[config.mk]
export PLATFORM = sky130hd
export DESIGN_NAME = ugie_top
export DESIGN_NICKNAME = d
export VERILOG_FILES = /design/src/hw/ugie_sync.v /design/src/hw/ugie_top.v
export VERILOG_INCLUDE_DIRS = /design/src /design/src/hw
export SDC_FILE = /design/constraint.sdc
export NUM_CORES = 1
export LEC_CHECK = 0
export ABC_AREA = 1
export BUFFER_PORTS_ARGS = -buffer_cell sky130_fd_sc_hd__buf_2
export CORE_UTILIZATION = 34
export DETAILED_ROUTE_END_ITERATION = 12
export PLACE_DENSITY = 0.67
export RECOVER_POWER = 25
export SKIP_LAST_GASP = 1
export SLEW_MARGIN = 40
export SYNTH_ARGS = -nofsm -noshare
export SYNTH_HDL_FRONTEND = slang
export SYNTH_SLANG_ARGS = --single-unit
[constraint.sdc]
create_clock -name clk_i -period 3 [get_ports clk_i]
set_input_delay 0.3 -clock clk_i [delete_from_list [all_inputs] [get_ports clk_i]]
set_output_delay 0.3 -clock clk_i [all_outputs]
set_load 0.1 [all_outputs]
[src/hw/ugie_regs.vh]
// Register map, field positions and reset values of the general event block.
// Included by the design files; definitions only.
`ifndef UGIE_REGS_VH
`define UGIE_REGS_VH

// Printed offsets are indices; byte address is four times the index
`define UGIE_IDX_STATUS     8'h0A
`define UGIE_IDX_ENABLE     8'h0B
`define UGIE_IDX_CONFIG     8'h0D
`define UGIE_ADDR_STATUS    10'h028
`define UGIE_ADDR_ENABLE    10'h02C
`define UGIE_ADDR_CONFIG    10'h034

`define UGIE_STATUS_RST     8'h00
`define UGIE_ENABLE_RST     8'h06

// Host layout
`define UGIE_H_DETACH       5
`define UGIE_H_ATTACH       4
`define UGIE_H_SOF          3
`define UGIE_H_BABBLE       2
`define UGIE_H_RESUME       1
`define UGIE_H_MASK         8'h3E

// Device layout
`define UGIE_D_SOF          3
`define UGIE_D_BUSRST       2
`define UGIE_D_RESUME       1
`define UGIE_D_SUSPEND      0
`define UGIE_D_MASK         8'h0F

// Config register: bit 0 reads the synchronised host role level; writes have no effect
`define UGIE_CFG_HOST       0

// Byte lane that carries every register
`define UGIE_LANE_CTRL      0

// Synchronised levels start in device role, not suspended
`define UGIE_LEVEL_RST      1'b0
`define UGIE_RDATA_RST      32'h0000_0000

`endif

[src/hw/ugie_sync.v]
// Three-stage input synchroniser with agreement on stages two and three.
// Assumes the input is asynchronous to clk_i; one instance per pin.
`timescale 1ns/1ps
module ugie_sync
#(
  parameter RESET_VAL = 1'b0
)
(
  // Clock and reset
  input  wire clk_i,
  input  wire rst_i,
  // Async input and filtered level
  input  wire d_i,
  output wire q_o
);

  reg s1_ff;
  reg s2_ff;
  reg s3_ff;
  reg q_ff;

  always @(posedge clk_i)
  begin
    if (rst_i)
    begin
      s1_ff <= RESET_VAL;
      s2_ff <= RESET_VAL;
      s3_ff <= RESET_VAL;
      q_ff  <= RESET_VAL;
    end
    else
    begin
      s1_ff <= d_i;
      s2_ff <= s1_ff;
      s3_ff <= s2_ff;
      // Change counts only once stages two and three agree
      if (s2_ff == s3_ff)
        q_ff <= s3_ff;
    end
  end

  assign q_o = q_ff;

endmodule // ugie_sync

[src/hw/ugie_top.v]
// General event status and enable logic of a USB controller, Wishbone slave.
// Assumes event strobes come as one-cycle pulses from the controller core on
// clk_i, and that the role and suspend levels come from pins (synchronised).
//
// Overview of operation
// - Host role: status bit 1 set on resume seen while suspended.
// - Device role: status bit 3 set per new frame; bits 7:4 read zero.
// - Device role: status bit 2 set on bus reset signalling.
// - Device role: status bit 1 set on resume seen while suspended.
// - Device role: status bit 0 set on suspend signalling.
// - Status is 8 bits, resets to zero; enable bit gates same position.
// - Interrupt high while any status bit and its enable are both set.
// - Enable register resets to 0x06.
// - Host: enable 5 detach, 4 attach, reset 0; bits 7:6 read zero.
// - Host: enable 3 gates frame start, reset 0; bit 0 reads zero.
// - Host: enable 2 babble, enable 1 resume, both reset 1.
// - Device: enable 1 gates resume like the host layout.
// - Reading status returns every set flag, enabled or not, and clears them in that access.
// - Host: status 5 detach, 4 attach, 3 frame start.
// - Host: babble flag only after first frame start has been sent.
// - Device: enable 2 bus reset reset 1, enable 0 suspend reset 0.
//
// Register access over Wishbone was decided locally.
`timescale 1ns/1ps
`include "ugie_regs.vh"
module ugie_top
(
  // System
  input  wire        clk_i,
  input  wire        rst_i,
  // Wishbone slave
  input  wire        wb_cyc_i,
  input  wire        wb_stb_i,
  input  wire        wb_we_i,
  input  wire [9:0]  wb_adr_i,
  input  wire [3:0]  wb_sel_i,
  input  wire [31:0] wb_dat_i,
  output wire [31:0] wb_dat_o,
  output wire        wb_ack_o,
  output wire        wb_err_o,
  // Controller core events, one-cycle pulses on clk_i
  input  wire        ev_attach_i,
  input  wire        ev_detach_i,
  input  wire        ev_sof_i,
  input  wire        ev_babble_i,
  input  wire        ev_resume_i,
  input  wire        ev_busrst_i,
  input  wire        ev_suspend_i,
  // Asynchronous levels
  input  wire        host_role_i,
  input  wire        suspended_i,
  // Interrupt
  output wire        irq_o
);

  // Registers
  reg  [7:0]  status_ff;
  reg  [7:0]  nxt_status;
  reg  [7:0]  enable_ff;
  reg  [7:0]  nxt_enable;
  reg         sof_seen_ff;
  reg         nxt_sof_seen;
  reg         ack_ff;
  reg         nxt_ack;
  reg         err_ff;
  reg         nxt_err;
  reg  [31:0] rdata_ff;
  reg  [31:0] nxt_rdata;
  // Combinational helpers
  reg  [7:0]  set_vec;
  reg  [7:0]  host_set;
  reg  [7:0]  dev_set;
  reg  [7:0]  clr_vec;
  reg         map_hit;
  reg  [7:0]  rd_byte;
  // Synchronised levels
  wire        host_role;
  wire        suspended;
  // Qualified event strobes
  wire        q_detach;
  wire        q_attach;
  wire        q_sof;
  wire        q_babble;
  wire        q_resume;
  wire        q_busrst;
  wire        q_suspend;
  // Bus decode
  wire        req;
  wire        lane0;
  wire        hit_status;
  wire        hit_enable;
  wire        hit_config;
  wire        rd_req;
  wire        wr_req;
  wire        rd_status;
  wire        wr_enable;
  // Layout view
  wire [7:0]  lay_mask;
  wire [7:0]  status_view;
  wire [7:0]  enable_view;
  wire [7:0]  pending;

  ugie_sync
  #(
    .RESET_VAL (`UGIE_LEVEL_RST)
  )
  u_sync_role
  (
    .clk_i (clk_i),
    .rst_i (rst_i),
    .d_i   (host_role_i),
    .q_o   (host_role)
  );

  ugie_sync
  #(
    .RESET_VAL (`UGIE_LEVEL_RST)
  )
  u_sync_susp
  (
    .clk_i (clk_i),
    .rst_i (rst_i),
    .d_i   (suspended_i),
    .q_o   (suspended)
  );

  // One access per request; a high ack or err blocks a second take
  assign req        = wb_cyc_i & wb_stb_i & ~ack_ff & ~err_ff;
  assign lane0      = wb_sel_i[`UGIE_LANE_CTRL];
  assign hit_status = (wb_adr_i == `UGIE_ADDR_STATUS);
  assign hit_enable = (wb_adr_i == `UGIE_ADDR_ENABLE);
  assign hit_config = (wb_adr_i == `UGIE_ADDR_CONFIG);
  assign rd_req     = req & ~wb_we_i;
  assign wr_req     = req & wb_we_i;
  // Read-clear needs lane 0, so a read of upper bytes alone loses nothing
  assign rd_status  = rd_req & hit_status & lane0;
  assign wr_enable  = wr_req & hit_enable & lane0;

  // Reserved positions per role read as zero
  assign lay_mask    = host_role ? `UGIE_H_MASK : `UGIE_D_MASK;
  assign status_view = status_ff & lay_mask;
  assign enable_view = enable_ff & lay_mask;
  assign pending     = status_view & enable_view;

  // Events qualified by role; resume only counts while suspended
  assign q_detach  = host_role & ev_detach_i;
  assign q_attach  = host_role & ev_attach_i;
  assign q_sof     = ev_sof_i;
  assign q_babble  = host_role & ev_babble_i & sof_seen_ff;
  assign q_resume  = ev_resume_i & suspended;
  assign q_busrst  = ~host_role & ev_busrst_i;
  assign q_suspend = ~host_role & ev_suspend_i;

  always @*
  begin
    host_set                 = 8'h00;
    host_set[`UGIE_H_DETACH] = q_detach;
    host_set[`UGIE_H_ATTACH] = q_attach;
    host_set[`UGIE_H_SOF]    = q_sof;
    host_set[`UGIE_H_BABBLE] = q_babble;
    host_set[`UGIE_H_RESUME] = q_resume;
  end

  always @*
  begin
    dev_set                  = 8'h00;
    dev_set[`UGIE_D_SOF]     = q_sof;
    dev_set[`UGIE_D_BUSRST]  = q_busrst;
    dev_set[`UGIE_D_RESUME]  = q_resume;
    dev_set[`UGIE_D_SUSPEND] = q_suspend;
  end

  always @*
  begin
    if (host_role)
    begin
      set_vec = host_set;
    end
    else
    begin
      set_vec = dev_set;
    end
  end

  // Read-clear drops every flag that the read returned
  always @*
  begin
    clr_vec = 8'h00;
    if (rd_status)
    begin
      clr_vec = 8'hFF;
    end
  end

  // Set wins over the read-clear so a same-cycle event is not lost
  always @*
  begin
    nxt_status = status_ff & ~clr_vec;
    nxt_status = nxt_status | set_vec;
    nxt_status = nxt_status & lay_mask;
  end

  // All eight bits stored; the layout mask decides what reads and gates
  always @*
  begin
    nxt_enable = enable_ff;
    if (wr_enable)
    begin
      nxt_enable = wb_dat_i[7:0];
    end
  end

  // Babble arms after the first frame start sent as host; device role disarms it
  always @*
  begin
    nxt_sof_seen = sof_seen_ff;
    if (!host_role)
    begin
      nxt_sof_seen = 1'b0;
    end
    else if (ev_sof_i)
    begin
      nxt_sof_seen = 1'b1;
    end
  end

  always @*
  begin
    map_hit = 1'b1;
    rd_byte = 8'h00;
    case (wb_adr_i)
      `UGIE_ADDR_STATUS:
      begin
        rd_byte = status_view;
      end
      `UGIE_ADDR_ENABLE:
      begin
        rd_byte = enable_view;
      end
      `UGIE_ADDR_CONFIG:
      begin
        rd_byte = {7'h00, host_role};
      end
      default:
      begin
        map_hit = 1'b0;
      end
    endcase
  end

  // Upper bytes always zero; data holds until the next taken request
  always @*
  begin
    nxt_rdata = rdata_ff;
    if (req)
    begin
      nxt_rdata = {24'h00_0000, rd_byte};
    end
  end

  // Answer one cycle after the take; unmapped addresses get err and no effect
  always @*
  begin
    nxt_ack = 1'b0;
    nxt_err = 1'b0;
    if (req)
    begin
      nxt_ack = map_hit;
      nxt_err = ~map_hit;
    end
  end

  // Event flags and enables
  always @(posedge clk_i)
  begin
    if (rst_i)
    begin
      status_ff   <= `UGIE_STATUS_RST;
      enable_ff   <= `UGIE_ENABLE_RST;
      sof_seen_ff <= 1'b0;
    end
    else
    begin
      status_ff   <= nxt_status;
      enable_ff   <= nxt_enable;
      sof_seen_ff <= nxt_sof_seen;
    end
  end

  // Bus answer
  always @(posedge clk_i)
  begin
    if (rst_i)
    begin
      ack_ff   <= 1'b0;
      err_ff   <= 1'b0;
      rdata_ff <= `UGIE_RDATA_RST;
    end
    else
    begin
      ack_ff   <= nxt_ack;
      err_ff   <= nxt_err;
      rdata_ff <= nxt_rdata;
    end
  end

  assign wb_ack_o = ack_ff;
  assign wb_err_o = err_ff;
  assign wb_dat_o = rdata_ff;

  // Same gating for both layouts, only the positions differ
  assign irq_o = |pending;

endmodule // ugie_top

Yosys cells after proc, flatten, opt, wreduce, memory -nomap -nowiden
Index checks and enable logic that the tools add are counted.
{"block": "totals", "reg_bits": 35, "latch_bits": 0, "ram_bits": 0, "romBits": 0, "word_cells": 57, "mem_count": 0}
{"block": "op_classes", "add_sub_neg": 0, "n_mul": 0, "n_div": 0, "n_lt_le_gt_ge": 0, "eq_ne": 5, "shift": 0, "muxes": 5, "bitwise": 29, "n_reduce_logical": 4}
{"cell": "$eq A10 B6 Y1 const B", "count": 3}
{"cell": "$and A8 B6 Y8", "count": 3}
{"cell": "$pmux W8 S3", "count": 1}
{"cell": "$and A1 B1 Y1", "count": 16}
{"cell": "$and A8 B8 Y8", "count": 2}
{"cell": "$mux W6", "count": 2}
{"cell": "$mux W8", "count": 1}
{"cell": "$not A8 Y8", "count": 1}
{"cell": "$or A8 B8 Y8", "count": 1}
{"cell": "$reduce_or A8 Y1", "count": 1}
{"cell": "$not A1 Y1", "count": 6}
{"cell": "$reduce_or A2 Y1", "count": 2}
{"cell": "$reduce_or A3 Y1", "count": 1}
{"cell": "$eq A1 B1 Y1", "count": 2}
{"cell": "$mux W1", "count": 1}

Logic depth before layout (Yosys ltp)
{"block": "depth", "ltp_word": 11, "ltp_mapped": 8}

Cells and area by module
From an unflattened synthesis, not the netlist that was laid out.
{"block": "unflattened", "cells_unflattened": 212, "hier_area_um2": 1589.0}
{"module": "ugie_top", "instances": 1, "cells_per_inst": 186, "area_per_inst_um2": 1346.3, "seq_area_each_um2": 420.4}
{"module": "ugie_sync", "instances": 2, "cells_per_inst": 13, "area_per_inst_um2": 121.4, "seq_area_each_um2": 80.1}

Worst setup path after synthesis
OpenSTA, ideal clock, no wires.
{"block": "synth_path", "path_kind": "register to output", "startpoint": "register u_sync_role.q_ff, in the netlist u_sync_role.q_o", "endpoint": "output irq_o", "t_arrival_ps": 1542, "t_required_ps": 2700, "setup_slack_ps": 1158, "path_stages_with_launch": 6, "path_buffers": 1, "cell_sequence": "dfxtp_1 -> clkbuf_1 -> nand2_1 -> inv_1 -> nand2_1 -> nand4_1"}
{"block": "synth_between", "elab_chain_cells": 4, "elab_cells_between_ends": 5, "cone_classes": "mux (1); bitwise (3); reduce/logical (1)"}
{"element": "start: declaration", "line_no": "ugie_sync.v:20", "source": "reg q_ff;"}
{"element": "start signal: assignment", "line_no": "ugie_sync.v:29", "source": "q_ff <= RESET_VAL;"}
{"element": "start signal: assignment", "line_no": "ugie_sync.v:38", "source": "q_ff <= s3_ff;"}
{"element": "$mux W6 (no line) (*)"}
{"element": "$and A8 B6 Y8 (on tied branches)", "line_no": "ugie_top.v:141, ugie_top.v:142"}
{"element": "$and A8 B8 Y8 (*)", "line_no": "ugie_top.v:143", "source": "assign pending = status_view & enable_view;"}
{"element": "$reduce_or A8 Y1 (*)", "line_no": "ugie_top.v:312", "source": "assign irq_o = |pending;"}
{"element": "end: declaration", "line_no": "ugie_top.v:53", "source": "output wire irq_o"}
Every way passes the cells marked *; elsewhere a longest branch is shown, timed or not.

Worst setup path in the final report
Ends and elaborated chain as after synthesis.

==> flow_summary.toml <==
[worst_setup_path]
critical_path_required_ns = 2.70
critical_path_class = "reg2out"
crit_path_start_kind = "flop"
capturing_element_type_of_the_critical_path = "output port"
crit_path_max_fanout = 12
worstPathArrival_ns = 1.59

[global_routing]
grt_util_all_layers_pct = 12.9
vias_in_the_first_global_route = 1181
grt_antenna_before_repair = 0
maximum_number_of_pins_on_one_net_before_global_route_repair = 17
overflow = 0
first_pass_grt_wire_length_um = 4910

[clocking]
clkLatencyLatePin_ns = 0.28
cts_num_sinks = 29
clkSlewWorstSetupHoldPaths_ns = 0.06
clock_tree.root_cell = "sky130_fd_sc_hd__clkbuf_8"
postCtsResizedCells = 0
max-clock-path-buffers = 2
cts_setup_buffers = 0
clock_h_tree_levels = 2
number_of_cts_inserted_buffers = 5
cts_tree = "built"
cts_hold_buffers = 0

[timing]
time_the_worst_path_needs_with_i_o_delays_and_setup_ns = 1.89
totalNegativeSetupSlack_ns = 0
timing.final.hold_violations = 0
final_worst_path_cycle_share_pct = 63.1
worst_slack_ns = 1.11
setup_viol_count_final = 0
final-max-slew-violation-count = 0
upper_clock_frequency_limit_mhz = 528
max_clock_skew_ns = 0.00446
setup_repair_after_global_routing_missed_its_margin = "no"

[final_layout]
multi_input_comb_area_um2 = 773
syn2layout_area_growth_pct = 14.9
drive_gt1_share_pct = 24.6
seqCellArea_um2 = 581
final_nets = 327
antenna-diode-count = 0
fillers = 494

[logic_synthesis]
yosysTopAreaCell = "sky130_fd_sc_hd__dfxtp_1"
synth_top_cell_area_share_pct = 36.5
synth_enable_flop_cells = 0
syn-cell-area_mm2 = 0.00159
ys_top_cells_by_count = "sky130_fd_sc_hd__nand2_1 (56), sky130_fd_sc_hd__dfxtp_1 (29), sky130_fd_sc_hd__buf_4 (27), sky130_fd_sc_hd__nor2_1 (24), sky130_fd_sc_hd__inv_1 (22)"
synth.area.top_cells = "sky130_fd_sc_hd__dfxtp_1 (37%), sky130_fd_sc_hd__nand2_1 (13%), sky130_fd_sc_hd__buf_4 (13%)"
async_flop_share_pct = 0
ys.flop_type = "sky130_fd_sc_hd__dfxtp_1"
yosys_register_bits = 29
yosysMostFrequentCell = "sky130_fd_sc_hd__nand2_1"
synth.lib_cells_used.distinct = 25
synth_sequential_area_ratio_pct = 36.5
synthesis.yosys.warnings = 0
synthesis.area_per_instance_um2 = 7.04
syn_inst = 226

[power]
peakVddDrop_mv = 0.281
power.share.combinational_pct = 22.5
power_leakage_nw = 0.964
clk_pwr_share_pct = 36.5
switching_fraction_of_total_power_pct = 35.2
power_frac_seq_pct = 40.9
total_switching_power_uw = 341
p_int_uw = 627
power.density_mw_per_mm2 = 530

[die]
dieArea_mm2 = 0.00495
row_count = 24
ioPinCount = 95
core_mm2 = 0.00441
initial_utilization_pct = 36.0
die_height_um = 70.4
die_width_um = 70.4

[flow_run]
max_cap_violations = 0

[routing]
drcViolationCount = 0
detail_route.wirelength_um = 3030
detail_route.vias_per_cell = 4.33
routedWlPerCell_um = 9.48
drt.antenna.violating_nets = 0
drt_iter0_markers = 48
routed-via-count = 1386
drt-pass1-iter-count = 5

[place]
finalWeightedCongestion = 0.836
port-buffer-count = 39
place_worst_setup_slack_ns = 1.40
post-dp-hpwl_um = 2350

[outcome]
outcome = "finished, final reports clean"

[worst_hold_path]
hold_path.class = "in2reg"
==> power groups by stage <==
stage | combinational (mW) | clock (mW) | sequential, mW
floorplan | 0.210 | 0 | 0.407
global placement | 0.217 | 0 | 0.404
detailed placement | 0.218 | 0 | 0.405
CTS | 0.218 | 0.367 | 0.396
global route | 0.229 | 0.388 | 0.396
finish | 0.218 | 0.354 | 0.396
==> kinds of logic after synthesis <==
logic type / after synthesis / synth area share (%)
simple gates: 118 / 35.2
other cells: 1 / 0.236
compound gates: 19 / 7.32
buf+inv: 59 / 20.8
flops: 29 / 36.5
==> per-stage QoR <==
step                area (um^2)  total power, mW  util, %  hold WS [ns]  cells
floorplan                  1680            0.618        -         0.388    251
global placement           1730            0.622     39.1         0.389    312
detailed placement         1730            0.623     39.1         0.399    312
CTS                        1830            0.981     41.4         0.209    320
global route               1830             1.01     41.4         0.208    320
finish                     1830            0.968     41.4         0.219    320
==> critical path, stage by stage, from the launching register on <==
cell and delay, ns:
sky130_fd_sc_hd__dfxtp_1 0.56, sky130_fd_sc_hd__nand2_1 0.09, sky130_fd_sc_hd__inv_1 0.08, sky130_fd_sc_hd__nand2_1 0.05, sky130_fd_sc_hd__nand4_1 0.09, sky130_fd_sc_hd__buf_2 0.43
==> state kept, by name (all words and copies together) (netlist names) <==
| register | flops |
|---|---|
| enable_ff | 6 |
| status_ff | 6 |
| wb_dat_o | 6 |
| sof_seen_ff | 1 |
| u_sync_role.q_o | 1 |
| u_sync_role.s1_ff | 1 |
| u_sync_role.s2_ff | 1 |
| u_sync_role.s3_ff | 1 |
| u_sync_susp.q_o | 1 |
| u_sync_susp.s1_ff | 1 |
| u_sync_susp.s2_ff | 1 |
| u_sync_susp.s3_ff | 1 |
| wb_ack_o | 1 |
| wb_err_o | 1 |
==> area by class of cell <==
cell class              count  share of cell area, %
repair buffers             40                   11.0
inverters                  28                   5.75
clock buffers               7                   5.27
well taps                  52                   3.56
flip-flops and latches     29                   31.8
multi-input cells         163                   42.3
clock inverters             1                  0.274
==> cells in the final DEF (no fill, tap or decap), types with 3 or more instances in the layout <==
cell,instances
sky130_fd_sc_hd__a21oi_1,13
sky130_fd_sc_hd__buf_2,38
sky130_fd_sc_hd__clkbuf_8,7
sky130_fd_sc_hd__conb_1,26
sky130_fd_sc_hd__dfxtp_1,29
sky130_fd_sc_hd__inv_1,22
sky130_fd_sc_hd__inv_2,6
sky130_fd_sc_hd__nand2_1,56
sky130_fd_sc_hd__nand3_1,17
sky130_fd_sc_hd__nand3_2,3
sky130_fd_sc_hd__nand3b_1,4
sky130_fd_sc_hd__nand4_1,4
sky130_fd_sc_hd__nor2_1,24
sky130_fd_sc_hd__nor2_2,4
==> metal layers <==
layer / vias up / part of all wire, % / track usage [%]
met2: 51 / 44 / 20.2
li1: 732 / - / -
met5: - / 0 / 0
met4: 0 / 1.7 / 5.33
met1: 597 / 46 / 15.1
met3: 6 / 8.4 / 5.92
==> final timing paths <==
check	startpoint	endpoint	slack [ns]	cells after the start
worst max register to register	wb_ack_o$_SDFF_PP0_	enable_ff[2]$_SDFFE_PP1P_	1.76	7
worst min register to register	u_sync_susp.s1_ff$_SDFF_PP0_	u_sync_susp.s2_ff$_SDFF_PP0_	0.41	2
worst min-delay path	host_role_i	u_sync_role.s1_ff$_SDFF_PP0_	0.22	3
worst max-delay path	u_sync_role.q_o$_SDFFE_PP0N_	irq_o	1.11	5
No activity file was read; power rests on OpenSTA's default activity.
